File: src/life_monitor_regs.svh
// Register offsets, field positions, reset values and timing counts of the part life monitor.
// Assumes a 250 MHz controller clock and a 16-bit plain register port.
`ifndef LIFE_MONITOR_REGS_SVH
`define LIFE_MONITOR_REGS_SVH

`define LM_ADDR_LIFE_STATUS 8'h00
`define LM_ADDR_INRUSH_LIFE 8'h04
`define LM_ADDR_CTRL_CAP_LIFE 8'h08
`define LM_ADDR_MAIN_CAP_LIFE 8'h0c
`define LM_ADDR_MEASURE_STATE 8'h10
`define LM_ADDR_ENERGIZE_TIME 8'h14
`define LM_ADDR_ALARM_SET_TIME 8'h18
`define LM_ADDR_TERM_SELECT_BASE 8'h1c
`define LM_ADDR_TERM_SELECT_STEP 8'h04

`define LM_BIT_CTRL_CAP 0
`define LM_BIT_MAIN_CAP 1
`define LM_BIT_FAN 2
`define LM_BIT_INRUSH 3

`define LM_LIFE_FULL 8'h64
`define LM_INRUSH_ALARM_LEVEL 8'h0a
`define LM_CTRL_ALARM_LEVEL 8'h0a
`define LM_MAIN_ALARM_LEVEL 8'h55
`define LM_CLOSURES_PER_PCT 14'h2710
`define LM_HOURS_PER_UNIT 7'h64
`define LM_TIME_CLAMP 14'h270e
`define LM_SET_TIME_RESET 14'h270f
`define LM_SET_TIME_DISABLE 14'h270f
`define LM_TERM_SELECT_RESET 8'h00

`define LM_MEAS_IDLE 4'h0
`define LM_MEAS_START 4'h1
`define LM_MEAS_RUNNING 4'h2
`define LM_MEAS_DONE 4'h3
`define LM_MEAS_FORCED 4'h8
`define LM_MEAS_ERROR 4'h9

`define LM_FN_LIFE_POS 8'h5a
`define LM_FN_LIFE_NEG 8'hbe
`define LM_FN_MAINT_POS 8'h5f
`define LM_FN_MAINT_NEG 8'hc3

`define LM_CLOCK_PERIOD_NS 4
`define LM_DC_TIME_NS 1000000000
`define LM_DC_CYCLES (`LM_DC_TIME_NS / `LM_CLOCK_PERIOD_NS)

`endif

File: src/life_monitor_pkg.sv
// Types shared by the part life monitor.
// Assumes the constants of life_monitor_regs.svh.
package life_monitor_pkg;

	typedef struct packed {
		logic write;
		logic read;
		logic [7:0] addr;
		logic [15:0] wdata;
	} bus_req_type;

	typedef struct packed {
		logic inrush_closure;
		logic main_power_ok;
		logic run_command;
		logic output_shutoff_input;
		logic temp_high;
	} pin_in_type;

	typedef struct packed {
		logic valid;
		logic error;
		logic [7:0] value;
	} cap_result_type;

	typedef enum logic [1:0] {phase_idle, phase_inject, phase_wait, phase_held} meas_phase_type;

endpackage : life_monitor_pkg

File: src/part_life_monitor.sv
// Part life and maintenance monitor: wear counters, life alarm, capacitor measurement, hour meter.
// Assumes pins arrive asynchronously; hour_tick and cap_result come from logic on the same clock.
//
// The implementer's own choices: the register addresses and strobed register access.
`timescale 1ns/1ns
`default_nettype none
`include "life_monitor_regs.svh"

module part_life_monitor
	import life_monitor_pkg::*;
#(
	parameter int FANS = 2,
	parameter int TERMINALS = 3,
	parameter int DC_CYCLES = `LM_DC_CYCLES,
	parameter logic [15:0] CTRL_WEAR_PER_PCT = 16'h01f4
)
(
	input wire logic clock,
	input wire logic reset_n,
	input wire bus_req_type bus_req,
	output logic [15:0] rdata,
	input wire pin_in_type pins,
	input wire logic [FANS-1:0] fan_slow,
	input wire logic hour_tick,
	input wire cap_result_type cap_result,
	output logic dc_inject,
	output logic life_alarm_out,
	output logic maintenance_alarm_out,
	output logic fan_fault_indication,
	output logic maintenance_indication,
	output logic nvm_save,
	output logic [13:0] nvm_save_time,
	output logic [TERMINALS-1:0] terminal_out
);

	localparam int PINS = 5 + FANS;

	function automatic logic hit(input logic [7:0] addr, input logic [7:0] offset);
		hit = (addr == offset);
	endfunction : hit

	function automatic logic route(input logic [7:0] code, input logic life, input logic maint);
		route = ((code == `LM_FN_LIFE_POS) && life) || ((code == `LM_FN_LIFE_NEG) && !life)
			|| ((code == `LM_FN_MAINT_POS) && maint) || ((code == `LM_FN_MAINT_NEG) && !maint);
	endfunction : route

	// Pin synchronisers, a change counts once stages two and three agree
	logic [PINS-1:0] raw;
	logic [PINS-1:0] sync1_q;
	logic [PINS-1:0] sync2_q;
	logic [PINS-1:0] sync3_q;
	logic [PINS-1:0] clean_q;
	logic [PINS-1:0] prev_q;

	assign raw = {fan_slow, pins};

	genvar gi;
	generate
		for (gi = 0; gi < PINS; gi++)
		begin : g_sync
			always_ff @(posedge clock or negedge reset_n)
			begin
				if (!reset_n)
				begin
					sync1_q[gi] <= 1'b0;
					sync2_q[gi] <= 1'b0;
					sync3_q[gi] <= 1'b0;
					clean_q[gi] <= 1'b0;
					prev_q[gi] <= 1'b0;
				end
				else
				begin
					sync1_q[gi] <= raw[gi];
					sync2_q[gi] <= sync1_q[gi];
					sync3_q[gi] <= sync2_q[gi];
					clean_q[gi] <= (sync2_q[gi] == sync3_q[gi]) ? sync3_q[gi] : clean_q[gi];
					prev_q[gi] <= clean_q[gi];
				end
			end
		end
	endgenerate

	pin_in_type pin_now;
	pin_in_type pin_prev;
	logic fan_any;
	logic closure_event;
	logic power_rise;
	logic power_fall;
	logic invalid;
	logic hour_event;

	assign pin_now = clean_q[4:0];
	assign pin_prev = prev_q[4:0];
	assign fan_any = |clean_q[PINS-1:5];
	assign closure_event = pin_now.inrush_closure && !pin_prev.inrush_closure;
	assign power_rise = pin_now.main_power_ok && !pin_prev.main_power_ok;
	assign power_fall = !pin_now.main_power_ok && pin_prev.main_power_ok;
	assign invalid = pin_now.run_command || pin_now.output_shutoff_input;
	assign hour_event = hour_tick && pin_now.main_power_ok;

	// Register port decode
	logic wr_measure;
	logic wr_time;
	logic wr_set;
	assign wr_measure = bus_req.write && hit(bus_req.addr, `LM_ADDR_MEASURE_STATE);
	assign wr_time = bus_req.write && hit(bus_req.addr, `LM_ADDR_ENERGIZE_TIME);
	assign wr_set = bus_req.write && hit(bus_req.addr, `LM_ADDR_ALARM_SET_TIME);

	// Inrush limiter wear
	logic [13:0] closure_cnt_q;
	logic [13:0] closure_cnt_d;
	logic [7:0] inrush_life_q;
	logic [7:0] inrush_life_d;
	logic closure_wrap;

	assign closure_wrap = closure_cnt_q == (`LM_CLOSURES_PER_PCT - 14'h0001);
	assign closure_cnt_d = !(closure_event && inrush_life_q != 8'h00) ? closure_cnt_q
		: closure_wrap ? 14'h0000 : closure_cnt_q + 14'h0001;
	assign inrush_life_d = (closure_event && inrush_life_q != 8'h00 && closure_wrap)
		? inrush_life_q - 8'h01 : inrush_life_q;

	// Control capacitor wear, hot hours weigh double
	logic [15:0] wear_q;
	logic [15:0] wear_d;
	logic [15:0] wear_sum;
	logic [7:0] ctrl_life_q;
	logic [7:0] ctrl_life_d;
	logic wear_full;

	assign wear_sum = wear_q + (pins_hot_weight(pin_now.temp_high));
	assign wear_full = hour_event && ctrl_life_q != 8'h00 && wear_sum >= CTRL_WEAR_PER_PCT;
	assign wear_d = !hour_event ? wear_q : wear_full ? 16'h0000 : wear_sum;
	assign ctrl_life_d = wear_full ? ctrl_life_q - 8'h01 : ctrl_life_q;

	function automatic logic [15:0] pins_hot_weight(input logic hot);
		pins_hot_weight = hot ? 16'h0002 : 16'h0001;
	endfunction : pins_hot_weight

	// Energization hour meter
	logic [6:0] hour_cnt_q;
	logic [6:0] hour_cnt_d;
	logic [13:0] time_q;
	logic [13:0] time_d;
	logic [13:0] set_q;
	logic [13:0] set_d;
	logic hour_wrap;
	logic time_clear;

	assign time_clear = wr_time && bus_req.wdata == 16'h0000;
	assign hour_wrap = hour_event && hour_cnt_q == (`LM_HOURS_PER_UNIT - 7'h01);
	assign hour_cnt_d = time_clear ? 7'h00 : !hour_event ? hour_cnt_q
		: hour_wrap ? 7'h00 : hour_cnt_q + 7'h01;
	assign time_d = time_clear ? 14'h0000
		: (hour_wrap && time_q < `LM_TIME_CLAMP) ? time_q + 14'h0001 : time_q;
	assign set_d = (wr_set && bus_req.wdata <= {2'b00, `LM_SET_TIME_DISABLE})
		? bus_req.wdata[13:0] : set_q;

	logic maint_d;
	assign maint_d = set_q != `LM_SET_TIME_DISABLE && time_q >= set_q;

	// Main capacitor measurement sequencer
	meas_phase_type phase_q;
	meas_phase_type phase_d;
	logic [3:0] code_q;
	logic [3:0] code_d;
	logic [31:0] dc_cnt_q;
	logic [31:0] dc_cnt_d;
	logic [7:0] pend_q;
	logic [7:0] pend_d;
	logic [7:0] main_life_q;
	logic [7:0] main_life_d;
	logic sw_code_ok;

	assign sw_code_ok = wr_measure && (bus_req.wdata == {12'h000, `LM_MEAS_IDLE}
		|| bus_req.wdata == {12'h000, `LM_MEAS_START});

	always_comb
	begin
		phase_d = phase_q;
		code_d = sw_code_ok ? bus_req.wdata[3:0] : code_q;
		dc_cnt_d = dc_cnt_q;
		pend_d = pend_q;
		main_life_d = main_life_q;
		unique case (phase_q)
			phase_idle:
			begin
				if (power_fall && code_q == `LM_MEAS_START)
				begin
					phase_d = phase_inject;
					code_d = `LM_MEAS_RUNNING;
					dc_cnt_d = 32'h0000_0000;
				end
			end
			phase_inject, phase_wait:
			begin
				if (invalid)
				begin
					phase_d = phase_idle;
					code_d = `LM_MEAS_FORCED;
				end
				else if (cap_result.error)
				begin
					phase_d = phase_idle;
					code_d = `LM_MEAS_ERROR;
				end
				else if (power_rise)
				begin
					phase_d = phase_idle;
					code_d = `LM_MEAS_RUNNING;
				end
				else if (phase_q == phase_inject)
				begin
					if (dc_cnt_q == 32'(DC_CYCLES - 1))
						phase_d = phase_wait;
					else
						dc_cnt_d = dc_cnt_q + 32'h0000_0001;
				end
				else if (cap_result.valid)
				begin
					phase_d = phase_held;
					pend_d = cap_result.value;
				end
			end
			phase_held:
			begin
				if (power_rise)
				begin
					phase_d = phase_idle;
					code_d = `LM_MEAS_DONE;
					main_life_d = pend_q;
				end
			end
		endcase
	end

	// Status word and alarm
	logic [3:0] status_d;
	logic [3:0] status_q;
	assign status_d[`LM_BIT_CTRL_CAP] = ctrl_life_q < `LM_CTRL_ALARM_LEVEL;
	assign status_d[`LM_BIT_MAIN_CAP] = main_life_q <= `LM_MAIN_ALARM_LEVEL;
	assign status_d[`LM_BIT_FAN] = fan_any;
	assign status_d[`LM_BIT_INRUSH] = inrush_life_q <= `LM_INRUSH_ALARM_LEVEL;

	// Terminal routing
	logic [7:0] term_sel_q [TERMINALS];
	logic [TERMINALS-1:0] term_d;
	logic [TERMINALS-1:0] term_q;
	logic [TERMINALS-1:0] term_hit;
	logic life_alarm_q;
	logic maint_q;
	logic fan_ind_q;

	generate
		for (gi = 0; gi < TERMINALS; gi++)
		begin : g_term
			assign term_hit[gi] = bus_req.write && hit(bus_req.addr,
				8'(`LM_ADDR_TERM_SELECT_BASE + gi * `LM_ADDR_TERM_SELECT_STEP));
			assign term_d[gi] = route(term_sel_q[gi], |status_d, maint_d);
			always_ff @(posedge clock or negedge reset_n)
			begin
				if (!reset_n)
					term_sel_q[gi] <= `LM_TERM_SELECT_RESET;
				else if (term_hit[gi])
					term_sel_q[gi] <= bus_req.wdata[7:0];
			end
		end
	endgenerate

	// Read data, valid only in the cycle after the read strobe
	logic [15:0] rd_mux;
	logic [15:0] rd_term;
	logic [15:0] rdata_q;
	always_comb
	begin
		rd_term = 16'h0000;
		for (int i = 0; i < TERMINALS; i++)
			if (hit(bus_req.addr, 8'(`LM_ADDR_TERM_SELECT_BASE + i * `LM_ADDR_TERM_SELECT_STEP)))
				rd_term = {8'h00, term_sel_q[i]};
	end
	assign rd_mux = hit(bus_req.addr, `LM_ADDR_LIFE_STATUS) ? {12'h000, status_q}
		: hit(bus_req.addr, `LM_ADDR_INRUSH_LIFE) ? {8'h00, inrush_life_q}
		: hit(bus_req.addr, `LM_ADDR_CTRL_CAP_LIFE) ? {8'h00, ctrl_life_q}
		: hit(bus_req.addr, `LM_ADDR_MAIN_CAP_LIFE) ? {8'h00, main_life_q}
		: hit(bus_req.addr, `LM_ADDR_MEASURE_STATE) ? {12'h000, code_q}
		: hit(bus_req.addr, `LM_ADDR_ENERGIZE_TIME) ? {2'b00, time_q}
		: hit(bus_req.addr, `LM_ADDR_ALARM_SET_TIME) ? {2'b00, set_q}
		: rd_term;

	always_ff @(posedge clock or negedge reset_n)
	begin
		if (!reset_n)
		begin
			closure_cnt_q <= 14'h0000;
			inrush_life_q <= `LM_LIFE_FULL;
			wear_q <= 16'h0000;
			ctrl_life_q <= `LM_LIFE_FULL;
			hour_cnt_q <= 7'h00;
			time_q <= 14'h0000;
			set_q <= `LM_SET_TIME_RESET;
		end
		else
		begin
			closure_cnt_q <= closure_cnt_d;
			inrush_life_q <= inrush_life_d;
			wear_q <= wear_d;
			ctrl_life_q <= ctrl_life_d;
			hour_cnt_q <= hour_cnt_d;
			time_q <= time_d;
			set_q <= set_d;
		end
	end

	logic dc_inject_q;
	logic nvm_save_q;
	always_ff @(posedge clock or negedge reset_n)
	begin
		if (!reset_n)
		begin
			phase_q <= phase_idle;
			code_q <= `LM_MEAS_IDLE;
			dc_cnt_q <= 32'h0000_0000;
			pend_q <= `LM_LIFE_FULL;
			main_life_q <= `LM_LIFE_FULL;
			dc_inject_q <= 1'b0;
		end
		else
		begin
			phase_q <= phase_d;
			code_q <= code_d;
			dc_cnt_q <= dc_cnt_d;
			pend_q <= pend_d;
			main_life_q <= main_life_d;
			dc_inject_q <= phase_d == phase_inject;
		end
	end

	always_ff @(posedge clock or negedge reset_n)
	begin
		if (!reset_n)
		begin
			status_q <= 4'h0;
			life_alarm_q <= 1'b0;
			maint_q <= 1'b0;
			fan_ind_q <= 1'b0;
			term_q <= '0;
			nvm_save_q <= 1'b0;
			rdata_q <= 16'h0000;
		end
		else
		begin
			status_q <= status_d;
			life_alarm_q <= |status_d;
			maint_q <= maint_d;
			fan_ind_q <= fan_any;
			term_q <= term_d;
			nvm_save_q <= hour_event;
			rdata_q <= bus_req.read ? rd_mux : 16'h0000;
		end
	end

	assign rdata = rdata_q;
	assign dc_inject = dc_inject_q;
	assign life_alarm_out = life_alarm_q;
	assign maintenance_alarm_out = maint_q;
	assign maintenance_indication = maint_q;
	assign fan_fault_indication = fan_ind_q;
	assign nvm_save = nvm_save_q;
	assign nvm_save_time = time_q;
	assign terminal_out = term_q;
endmodule : part_life_monitor
`default_nettype wire

File: config.mk
export PLATFORM = sky130hd
export DESIGN_NAME = part_life_monitor
export DESIGN_NICKNAME = d
export VERILOG_FILES = /design/src/life_monitor_pkg.sv /design/src/part_life_monitor.sv
export VERILOG_INCLUDE_DIRS = /design/src
export SDC_FILE = /design/constraint.sdc
export NUM_CORES = 1
export LEC_CHECK = 0
export BUFFER_PORTS_ARGS = -buffer_cell sky130_fd_sc_hd__buf_2
export CAP_MARGIN = 20
export CORE_ASPECT_RATIO = 1.5
export CORE_MARGIN = 8
export CORE_UTILIZATION = 30
export CTS_BUF_LIST = sky130_fd_sc_hd__clkbuf_16
export DETAILED_ROUTE_END_ITERATION = 8
export GPL_ROUTABILITY_DRIVEN = 0
export HOLD_SLACK_MARGIN = 0.15
export PLACE_DENSITY = 0.57
export SLEW_MARGIN = 5
export SYNTH_ARGS = -nofsm -noshare
export SYNTH_HDL_FRONTEND = slang
export SYNTH_SLANG_ARGS = --single-unit
File: constraint.sdc
create_clock -name clock -period 3.1 [get_ports clock]
set_input_delay 0.93 -clock clock [delete_from_list [all_inputs] [get_ports clock]]
set_output_delay 0.93 -clock clock [all_outputs]
set_load 0.03 [all_outputs]
---- Word-level counts from Yosys, hierarchy flattened ----
Cells that the tools add are included.
operators by class
  $add $sub $neg .......................... 7
  multipliers ............................. 0
  div/mod/pow operators ................... 0
  magnitude comparators ................... 7
  equal/unequal tests ..................... 44
  shift-type cells ........................ 0
  multiplexer cells ....................... 42
  bitwise logic cells ..................... 4
  reductions and logical operators ........ 63
operator list
  kind                     count
  $mux W32                 6
  $mux W16                 11
  $pmux W32 S2             1
  $eq A8 B7 Y1 const B     6
  $eq A8 B8 Y1 const B     6
  $mux W14                 3
  $logic_and A1 B1 Y1      33
  $add A32 B1 Y32 const B  1
  $eq A32 B28 Y1 const B   1
  $eq A8 B5 Y1 const B     4
  $add A14 B1 Y14 const B  2
  $mux W4                  6
  $mux W7                  3
  $mux W2                  9
  $add A16 B2 Y16          1
  $eq A16 B1 Y1 const B    1
  $eq A8 B4 Y1 const B     2
  $eq A8 B6 Y1 const B     2
  $ge A16 B9 Y1 const B    1
  $le A16 B14 Y1 const B   1
  $logic_not A16 Y1        1
  $reduce_bool A8 Y1       2
  $sub A8 B1 Y8 const B    2
  $eq A14 B14 Y1 const B   1
  28 further kinds         61
word-level totals
  flip-flop bits (word level) ............. 217
  latch bits .............................. 0
  bits in writable memories ............... 0
  ROM bits ................................ 0
  bits of input ports ..................... 46
  output and inout port bits .............. 39
  word-level logic and storage cells ...... 220
  memories ................................ 0

---- Logic depth before layout (Yosys ltp) ----
Gate-level depths: netlist of the first run.
  depth after elaboration ................. 12
  gate-level depth with buffers ........... 13
  depth with buffers taken out ............ 12

---- Worst setup path before layout of the first run ----
Ideal clock, no wire load.
  kind .................................... input to register
  start ................................... input bus_req[23] (netlist bit)
  end ..................................... register code_q[0]
  library setup time ...................... 0.128 ns
  arrival time ............................ 2.744 ns
  setup slack ............................. 0.228 ns
  cell stages on the path ................. 8
  path through ............................ or2_2 -> nor3b_1 -> clkbuf_1 -> nand2_1 -> nor2_1 -> mux2_2 -> o32ai_1 -> a21oi_1
between the ends
  cells in the longest elaborated chain, start to end .. 8
  elaborated cells on any way between the ends .. 10
ends and longest elaborated chain
  element                RTL line                  text
  from (decl)            part_life_monitor.sv:20   input wire bus_req_type bus_req,
  $eq A8 B5 Y1 *         part_life_monitor.sv:39   hit = (addr == offset);
  $logic_and A1 B1 Y1 *  part_life_monitor.sv:105  assign wr_measure = bus_req.write && hit(bus_req.addr, `LM_ADDR_MEASURE_STATE);
  $logic_and A1 B1 Y1 *  part_life_monitor.sv:174  assign sw_code_ok = wr_measure && (bus_req.wdata == {12'h000, `LM_MEAS_IDLE}
  $mux W4 *              part_life_monitor.sv:180  code_d = sw_code_ok ? bus_req.wdata[3:0] : code_q;
  $mux W4                part_life_monitor.sv:206  else if (power_rise)
  $mux W4                part_life_monitor.sv:201  else if (cap_result.error)
  $mux W4                part_life_monitor.sv:196  if (invalid)
  $pmux W4 S3 *          part_life_monitor.sv:184  unique case (phase_q)
  named net code_d[0]    part_life_monitor.sv:165  logic [3:0] code_d;
  to (signal assigned)   part_life_monitor.sv:320  code_q <= `LM_MEAS_IDLE;
  to (signal assigned)   part_life_monitor.sv:329  code_q <= code_d;
  to (decl)              part_life_monitor.sv:164  logic [3:0] code_q;
Mark *: on every way through the listed nets, which the timed path passes. The rest lies on a longest branch.
A chain may end at the register's enable or synchronous reset.

---- Final worst setup path of the first run ----
  start ................................... register clean_q[0]
  end ..................................... register ctrl_life_q[2]
between the ends
  cells in the longest elaborated chain, start to end .. 4
ends and longest elaborated chain
  element                            RTL line                  text
  from (decl)                        part_life_monitor.sv:52   logic [PINS-1:0] clean_q;
  from (signal, indexed assignment)  part_life_monitor.sv:76   clean_q[gi] <= (sync2_q[gi] == sync3_q[gi]) ? sync3_q[gi] : clean_q[gi];
  $mux W2                            part_life_monitor.sv:136  pins_hot_weight = hot ? 16'h0002 : 16'h0001;
  $add A16 B2 Y16                    part_life_monitor.sv:130  assign wear_sum = wear_q + (pins_hot_weight(pin_now.temp_high));
  $ge A16 B9 Y1                      part_life_monitor.sv:131  assign wear_full = hour_event && ctrl_life_q != 8'h00 && wear_sum >= CTRL_WEAR_PER_PCT;
  $logic_and A1 B1 Y1                part_life_monitor.sv:131
  to (signal assigned)               part_life_monitor.sv:296  ctrl_life_q <= `LM_LIFE_FULL;
  to (signal assigned)               part_life_monitor.sv:306  ctrl_life_q <= ctrl_life_d;
  to (decl)                          part_life_monitor.sv:126  logic [7:0] ctrl_life_q;
Every way passes these cells.

==> results of run 1 <==
==> final cells by class <==
| class | instances | area (um2) | share of cell area (%) |
|---|---|---|---|
| timing repair buffer | 127 | 808 | 6.20 |
| sequential | 214 | 5380 | 41.3 |
| clock inverter | 18 | 128 | 0.980 |
| multi-input combinational | 801 | 5400 | 41.5 |
| inverter | 34 | 128 | 0.980 |
| antenna | 1 | 2.50 | 0.0192 |
| clock buffer | 23 | 576 | 4.42 |
| tap | 484 | 606 | 4.65 |
==> timing repair <==
action	in CTS	in global routing
endpoints found under the setup margin	0	24
resized for setup	0	8
buffers inserted	0	5
==> critical path, cell delays in order (launching register included) <==
cell and delay [ns]:
dfrtp_1 0.41, inv_2 0.07, ha_1 0.16, inv_1 0.06, fa_2 0.35, buf_4 0.16, nor3b_1 0.18, nand2_1 0.07
o311ai_0 0.10, a21oi_1 0.16, a2111oi_4 0.49, buf_4 0.19, a21oi_1 0.07, nand2_1 0.10, mux2_2 0.32
==> cells in the final DEF, fill, tap and decap left out, types with 28 or more instances in the layout <==
cell type	synthesis	layout
nand2_1	105	105
a21oi_1	33	33
mux2_2	64	64
ha_1	28	28
nor2_1	93	93
nor3_1	31	29
o21ai_0	59	58
buf_2	6	81
dfrtp_1	194	194
inv_1	34	42
nand3_1	53	52
buf_4	4	41
==> final timing paths <==
kind                                     to  slack (ns)  cells after the start
setup / recovery             ctrl_life_q[2]        0.14                     14
max in group asynchronous  inrush_life_q[6]        2.02                      2
hold / removal                  dc_cnt_q[3]        0.33                      1
setup reg to reg             ctrl_life_q[2]        0.14                     14
min in group clock               sync2_q[6]        0.35                      0
hold reg to reg                  sync2_q[6]        0.35                      0
==> flip-flops by register name, indices dropped and copies added (netlist names), 7 cells and up <==
| name | cells |
|---|---|
| clean_q | 7 |
| closure_cnt_q | 14 |
| ctrl_life_q | 8 |
| dc_cnt_q | 32 |
| hour_cnt_q | 7 |
| inrush_life_q | 8 |
| main_life_q | 8 |
| nvm_save_time | 14 |
| pend_q | 8 |
| rdata | 14 |
| set_q | 14 |
| sync1_q | 7 |
| sync2_q | 7 |
| sync3_q | 7 |
| term_sel_q | 24 |
| wear_q | 16 |
==> logic make-up after synthesis <==
kind of cell,after synthesis
DFF,214
and+or+nand+nor,447
other,1
buffers and inverters,73
AOI/OAI and AO/OA,203
muxes,71
xor gates and xnor gates,40
adders and majority gates,36
==> metal layers <==
layer	global-route usage, %	up-vias	routed length [um]
met1	15.4	4232	12000
met5	0	-	10
li1	-	4190	-
met3	2.13	56	1210
met2	23.1	169	14700
met4	5.56	2	951
==> through the flow <==
step | util (%) | setup TNS (ns) | std cells
floorplan | - | 0 | 1086
global placement | 33.5 | 0 | 1653
detailed placement | 33.5 | 0 | 1653
CTS | 35.4 | 0 | 1694
global route | 35.7 | -0.00647 | 1701
finish | 35.7 | 0 | 1702
==> power by group through the flow <==
stage               Combinational (mW)  Sequential (mW)  Clock (mW)
floorplan                        0.704             3.21           0
detailed placement                1.09             3.26           0
global placement                  1.08             3.26           0
finish                            1.11             3.21        2.62
CTS                               1.10             3.21        2.71
global route                      1.25             3.24        2.82
==> run summary, run 1 <==
status -> finished, final reports clean
worst setup margin -> 0.143 ns
Synth top area share -> 44.0%
DRT Pass-1 Iters -> 5
crit path time final -> 2.96 ns
root buf cell -> clkbuf_16
Hold Path Class -> input pin to async pin
top_reg_cell synth -> dfrtp_1
flops & latches, synth -> 214
Port Buffer Count -> 82
Synth-to-Final Area Change -> 18.1%
gr ovfl total -> 0
clock share of power -> 37.7%
leakage -> 5.84 nW
via count -> 8649
Critical path origin -> clean_q[0]
Yosys cell types -> 83
Least-Margin Pin Slew -> 0.732 ns
Die ar. -> 43300 um2
top cells by count, synth -> dfrtp_1 (194), nand2_1 (105), nor2_1 (93)
routed vias/inst -> 5.08
Fin. Hold Viols -> 0
Reg2Reg Launch Point -> clean_q[0]
CTS tree -> yes
DIE WIDTH -> 173 um
main combinational cell family by area after synthesis -> simple AND/OR/NAND/NOR gates
number of top-level pins -> 85
design area -> 13000 um2
combinational power share -> 16.0%
Synth Area in Adders -> 3.99%
Post-Synth Simple-Gate Area -> 21.4%
WL/cell -> 16.9 um
antenna viol nets, final -> 0
Compound-Gate Fraction of Synth Area -> 12.4%
clk_lat worst skew -> 0.52 ns
Ys Warns -> 0
Max Cap Viol -> 0
ys async rst share -> 100%
Worst Path Required -> 3.55 ns
Seq/Total Area, Yosys -> 48.8%
xor/xnor share of the synthesized area -> 3.18%
DP Worst Slack -> 0.0507 ns
Overall Global Routing Usage -> 13.0%
Row Count -> 86
CTS Sinks -> 214
CTS buffer count -> 23
Pint -> 4.97 mW
Clock Path Buffers -> 3
Mapped Cells -> 1085
endpoint type of the worst setup path -> flip-flop
Final setup viols -> 0
Post-Syn Area -> 11000 um2
number of synthesized flops with an enable pin -> 0
Critical Path Source Type -> flip-flop
Layout fillers -> 3648
Slew Limit Headroom -> 51.2%
top cell type by total area after synthesis -> dfrtp_1
WS Path Type -> flip-flop to flip-flop
dpl hpwl -> 20900 um
number of nets in the layout -> 1276
chip height -> 251 um
Post-CTS Hold Buffers -> 0
sequential share of power -> 46.3%
global-route wire length before repair -> 46600 um
period utilization -> 95.4%
pin count of the biggest net entering global routing -> 56
vias in the first global route -> 8630
core area -> 36500 um2
Clock Skew -> 0.0132 ns
WHS -> 0.335 ns
Fmax -> 0.338 GHz
Post-DP Area -> 12200 um2
Pwr Total -> 6.95 mW
Peak VDD IR -> 0.304 mV
most common cell in the netlist -> dfrtp_1
switching pwr -> 1.97 mW
Cell Pwr Density -> 533 nW/um2
Iter 0 DRT Violations -> 647
post-synthesis mux area share -> 7.17%
Clock transition at path regs -> 0.06 ns
DRC viols -> 0
Worst Path Arrival -> 3.40 ns
Final Max Slew Viols -> 0
layout cells sized above 1 -> 22.8%
crit path max fanout -> 5
top cells by area, synth -> dfrtp_1 (44%), mux2_2 (6.5%), dfstp_2 (4.8%), nand2_1 (3.6%), ha_1 (3.2%)
sw frac -> 28.4%
initial antenna violation count -> 2
# H-tree levels -> 1
Starting Density -> 30.2%
DRT Wirelength -> 28800 um
Mean Syn Cell Area -> 10.2 um2
No activity file was read; power rests on OpenSTA's default activity.
==> inputs of run 2 (changes only) <==
- CELL_PAD_IN_SITES_DETAIL_PLACEMENT: unset -> 1
- CELL_PAD_IN_SITES_GLOBAL_PLACEMENT: unset -> 2
- PLACE_DENSITY: 0.57 -> 0.75
==> run 2 against run 1 <==
Against the previous run:
- power up 3.3%
- utilization up 0.21 points
- flip-flop and latch count unchanged
- clock power up 9.5%
- non-clock buffer count unchanged
- global-route usage up 1.7 points
- critical path depth down 3
==> run summary, run 2 (same netlist as run 1, synthesis figures left out) <==
status -> finished, final reports clean
TNS Setup -> 0 ns (unchanged)
Fin. Hold Viols -> 0 (unchanged)
DP Worst Slack -> 0.0168 ns (-0.0339 ns)
Row Count -> 86 (unchanged)
Slew Limit Headroom -> 58.1% (+6.9 points)
Worst path max stage delay -> 0.48 ns (about the same)
initial antenna violation count -> 2 (unchanged)
vias in the first global route -> 9559 (+11%)
flop2flop setup slack -> 0.19 ns (+0.05 ns)
Worst Path Arrival -> 3.37 ns (-0.03 ns)
max reg flops -> 32 (unchanged)
Non-Filler Instances -> 1702 (unchanged)
design area -> 13100 um2 (+0.58%)
placed insts -> 1656 (+0.18%)
antenna cell count -> 0 (-1)
CTS buffer count -> 24 (+4.3%)
Pint -> 5.13 mW (+3.2%)
Reg2Reg Launch Point -> clean_q[0]
sw frac -> 28.4% (about the same)
cell family with most CP delay -> simple AND/OR/NAND/NOR gates
Critical Path Source Type -> flip-flop
Starting Density -> 30.2% (unchanged)
Post-CTS Hold Buffers -> 0 (unchanged)
clk_lat worst skew -> 0.53 ns (about the same)
Pwr Total -> 7.17 mW (+3.3%)
core area -> 36500 um2 (unchanged)
endpoint type of the worst setup path -> flip-flop
leakage -> 5.87 nW (+0.58%)
period utilization -> 93.9% (-1.5 points)
Largest Register -> dc_cnt_q
routed vias/inst -> 5.17 (+1.8%)
Worst Path Required -> 3.55 ns (about the same)
Post-DP Area -> 12300 um2 (+0.39%)
cell mode on critical path -> a21oi_4
Hold Path Class -> input pin to async pin
CTS tree -> yes
number of top-level pins -> 85 (unchanged)
Synth-to-Final Area Change -> 18.8%
Final setup viols -> 0 (unchanged)
DRC viols -> 0 (unchanged)
Fmax -> 0.343 GHz (+1.6%)
DRT Pass-1 Iters -> 4 (-1)
root buf cell -> clkbuf_16
Clock transition at path regs -> 0.06 ns (about the same)
pin count of the biggest net entering global routing -> 60 (+7.1%)
Top Registers -> dc_cnt_q: 32 flops, term_sel_q: 24 flops, wear_q: 16 flops
WP buf/inv -> 2 (-2)
chip height -> 251 um (unchanged)
gr ovfl total -> 0 (unchanged)
sequential share of power -> 45.0% (-1.3 points)
layout cells sized above 1 -> 23.2% (+0.39 points)
worst path cell trace -> ha_1 > a21oi_4 > nor3_2 > and3_4 > or4_1 > a2111oi_4 > a21oi_4 > buf_2 > buf_4 > nand4_1 > xnor2_1
dpl hpwl -> 23800 um (+14%)
clock share of power -> 40.0% (+2.3 points)
Final Max Slew Viols -> 0 (unchanged)
via count -> 8806 (+1.8%)
DIE WIDTH -> 173 um (unchanged)
Iter 0 DRT Violations -> 386 (-40%)
Cell Pwr Density -> 547 nW/um2 (+2.7%)
commonest non-fill, non-tap cell in the layout -> dfrtp_1
Die ar. -> 43300 um2 (unchanged)
Clock Skew -> 0.00963 ns (-0.00360 ns)
Least-Margin Pin Slew -> 0.623 ns (-0.109 ns)
Clock Path Buffers -> 3 (unchanged)
# H-tree levels -> 1 (unchanged)
crit path max fanout -> 6 (+1)
Peak VDD IR -> 0.267 mV (-12%)
RSZ-0062 raised after global routing -> no
WL/cell -> 18.9 um (+12%)
Reg2Reg Depth -> 11 (-3)
area of the multi-input gates -> 5380 um2 (-0.32%)
antenna viol nets, final -> 0 (unchanged)
Seq. cell area -> 5380 um2 (unchanged)
Port Buffer Count -> 82 (unchanged)
Layout fillers -> 4130 (+13%)
number of nets in the layout -> 1275 (-0.078%)
crit path time final -> 2.91 ns (-0.0452 ns)
RR Endpoint -> ctrl_life_q[6]
CTS Sinks -> 214 (unchanged)
combinational power share -> 14.9% (-1.1 points)
Overall Global Routing Usage -> 14.7% (+1.7 points)
DRT Wirelength -> 32200 um (+12%)
WS Path Type -> flip-flop to flip-flop
worst setup margin -> 0.188 ns (+0.0452 ns)
most frequent cells in the layout -> dfrtp_1 (194), nand2_1 (105), nor2_1 (93)
global-route wire length before repair -> 52500 um (+13%)
switching pwr -> 2.04 mW (+3.3%)
Max Cap Viol -> 0 (unchanged)
CP max stage cell -> or4_1
## run 2: area by class of cell
cell class / instances / area share (%)
clock buffers: 25 / 4.77
clock inverters: 19 / 1.24
inverters: 34 / 0.974
multi-input cells: 799 / 41.1
flip-flops and latches: 214 / 41.1
well taps: 484 / 4.62
repair buffers: 127 / 6.24
## run 2: worst max path at each step
| stage | from | to | slack [ns] | depth (start not counted) |
|---|---|---|---|---|
| floorplan | bus_req[23] | code_q[0] | 0.23 | 8 |
| global placement | clean_q[0] | wear_q[6] | 0.08 | 12 |
| detailed placement | clean_q[0] | wear_q[6] | 0.02 | 12 |
| CTS | clean_q[0] | wear_q[6] | 0.009 | 12 |
| global route | clean_q[0] | wear_q[1] | 0.006 | 13 |
| finish | clean_q[0] | ctrl_life_q[6] | 0.19 | 11 |
## run 2: power groups by stage
stage	clock (mW)	combinational, mW	sequential, mW
floorplan	0	0.704	3.21
global placement	0	1.06	3.27
detailed placement	0	1.08	3.28
CTS	2.99	1.10	3.23
global route	3.09	1.21	3.26
finish	2.87	1.07	3.23
## run 2: stage by stage
| step | hold WS, ns | utilization [%] |
|---|---|---|
| 4_1_cts | 0.327 | 35.8 |
| 2_1_floorplan | 0.331 | - |
| 3_3_place_gp | 0.333 | 33.6 |
| 3_5_place_dp | 0.336 | 33.6 |
| 5_1_grt | 0.344 | 35.9 |
| 6_report | 0.332 | 35.9 |
## run 2: metal layers
layer | part of all wire, % | vias to the layer above | GRT usage (%)
met2 | 53 | 133 | 27.5
met5 | 0.028 | - | 0
li1 | - | 4152 | -
met1 | 40 | 4450 | 16.5
met4 | 3.4 | 2 | 6.23
met3 | 3.0 | 69 | 1.98
## run 2: what timing repair did
action | CTS | global route
endpoints found under the setup margin | 3 | 21
resized for setup | 1 | 9
pin swaps | 0 | 4
setup buffers | 0 | 2
endpoints found under the hold margin | 0 | 0
==> inputs of run 3 (changes only) <==
- CAP_MARGIN: 20 -> 40
- CORE_MARGIN: 8 -> unset
- GPL_TIMING_DRIVEN: unset -> 0
==> run 3 against run 2 <==
Against the previous run:
- clock-buffer cell count is the same
- register-to-register slack lost 0.08 ns
- worst hold slack lost 0.082 ns
- clock skew grew 0.0021 ns
- wire length shrank 1.3%
- flip-flop and latch count is the same
- cell area shrank 0.59%
- sequential power is essentially flat
- setup slack lost 0.082 ns
- die area shrank 13%
==> run summary, run 3 (same netlist as run 1, synthesis figures left out) <==
Max Cap Viol -> 0 (unchanged)
routed vias/inst -> 5.12 (-0.98%)
clk_lat worst skew -> 0.53 ns (about the same)
global-route wire length before repair -> 51200 um (-2.4%)
Worst Path Arrival -> 3.44 ns (+0.07 ns)
max reg flops -> 32 (unchanged)
status -> finished, final reports clean
CTS tree -> yes
DRC viols -> 0 (unchanged)
chip height -> 237 um (-5.6%)
Die ar. -> 37600 um2 (-13%)
crit path max fanout -> 10 (+4)
Worst Path Required -> 3.55 ns (about the same)
layout cells sized above 1 -> 22.0% (-1.2 points)
pin count of the biggest net entering global routing -> 99 (+65%)
TNS Setup -> 0 ns (unchanged)
Worst path max stage delay -> 0.42 ns (-0.06 ns)
Final Max Slew Viols -> 0 (unchanged)
worst path cell trace -> inv_2 > ha_4 > inv_1 > fa_2 > nand3b_1 > xnor2_1 > nand4_1 > a21oi_2 > a2111oi_4 > a21oi_4 > and2_4 > buf_8 > nor3_2
leakage -> 5.82 nW (-0.96%)
Clock transition at path regs -> 0.06 ns (about the same)
Cell Pwr Density -> 547 nW/um2 (-0.11%)
dpl hpwl -> 23600 um (-0.82%)
via count -> 8715 (-1.0%)
Largest Register -> dc_cnt_q
Port Buffer Count -> 81 (-1.2%)
Least-Margin Pin Slew -> 0.640 ns (+0.0169 ns)
core area -> 36100 um2 (-1.2%)
DIE WIDTH -> 159 um (-8.1%)
antenna cell count -> 0 (unchanged)
Clock Path Buffers -> 3 (unchanged)
Hold Path Class -> input pin to async pin
Overall Global Routing Usage -> 17.4% (+2.7 points)
period utilization -> 96.6% (+2.7 points)
CTS Sinks -> 214 (unchanged)
CTS buffer count -> 24 (unchanged)
endpoint type of the worst setup path -> flip-flop
WHS -> 0.251 ns (-0.0815 ns)
DRT Pass-1 Iters -> 6 (+2)
DRT Wirelength -> 31800 um (-1.3%)
Top Registers -> dc_cnt_q: 32 flops, term_sel_q: 24 flops, wear_q: 16 flops
Fin. Hold Viols -> 0 (unchanged)
root buf cell -> clkbuf_16
Starting Density -> 30.6% (+0.36 points)
crit path time final -> 2.99 ns (+0.0825 ns)
WL/cell -> 18.7 um (-1.2%)
gr ovfl total -> 0 (unchanged)
most frequent cells in the layout -> dfrtp_1 (194), nand2_1 (105), nor2_1 (92)
commonest non-fill, non-tap cell in the layout -> dfrtp_1
Iter 0 DRT Violations -> 336 (-13%)
initial antenna violation count -> 0 (-2)
Row Count -> 85 (-1.2%)
Fmax -> 0.334 GHz (-2.8%)
vias in the first global route -> 9336 (-2.3%)
Peak VDD IR -> 0.337 mV (+26%)
Critical Path Source Type -> flip-flop
Synth-to-Final Area Change -> 18.1%
# H-tree levels -> 1 (unchanged)
Slew Limit Headroom -> 57.3% (-0.74 points)
number of top-level pins -> 85 (unchanged)
Clock Skew -> 0.0117 ns (+0.00207 ns)
number of nets in the layout -> 1280 (+0.39%)
WS Path Type -> flip-flop to flip-flop
CP max stage cell -> dfrtp_1
antenna viol nets, final -> 0 (unchanged)
Final setup viols -> 0 (unchanged)
-- run 3: per-stage QoR --
step	setup slack (ns)	total power [mW]	cell area [um2]	utilization, %	cells
2_1_floorplan	0.228	3.91	11000	-	1086
3_3_place_gp	-2.76	4.34	12000	33.4	1645
3_5_place_dp	-0.382	4.37	12100	33.6	1650
4_1_cts	0.000544	7.24	12900	35.8	1695
5_1_grt	-0.0418	7.51	13000	36.1	1701
6_report	0.105	7.12	13000	36.1	1701
-- run 3: where the power goes --
group	switching (mW)	internal, mW	leakage [nW]	total, mW
Clock	1.17	1.62	0.399	2.79
Sequential	0.185	3.02	2.77	3.20
Combinational	0.719	0.407	2.65	1.13
Total	2.08	5.05	5.82	7.12
-- run 3: what timing repair did --
action,4_1_cts,5_1_grt
hold buffers,0,0
endpoints found under the setup margin,24,46
setup buffers,1,6
gates resized for setup,7,18
pin swaps,2,7
-- run 3: cell type report --
class                   instances  area (um2)
fillers                      4107       23000
multi-input cells             799        5410
flip-flops and latches        214        5380
clock buffers                  25         626
well taps                     478         598
repair buffers                 93         538
plain buffers                  39         209
clock inverters                19         139
inverters                      34         128
-- run 3: critical path: cells and delay by family, from the launching register on --
family | cells | cell delay [ns]
buffers and inverters | 3 | 0.31
adder cells (fa/ha/maj) | 2 | 0.57
XOR/XNOR | 1 | 0.20
AO/OA/AOI/OAI | 3 | 0.62
flip-flops | 1 | 0.42
AND/OR/NAND/NOR | 4 | 0.79
-- run 3: path summary, 6_finish.rpt --
path / from / endpoint / slack [ns] / cells after the start
max in group asynchronous: reset_n / set_q[3] / 2.05 / 2
min in group clock: sync1_q[4] / sync2_q[4] / 0.35 / 0
min: reset_n / wear_q[8] / 0.25 / 1
max reg2reg: clean_q[0] / wear_q[8] / 0.11 / 13
min reg2reg: sync1_q[4] / sync2_q[4] / 0.35 / 0
max: clean_q[0] / wear_q[8] / 0.11 / 13
-- run 3: per-layer routing --
layer	wire, um	track usage (%)	vias up
met3	866	2.14	45
li1	-	-	4178
met1	13100	20.2	4376
met2	17000	32.3	116
met4	838	5.91	0
met5	0	0	-
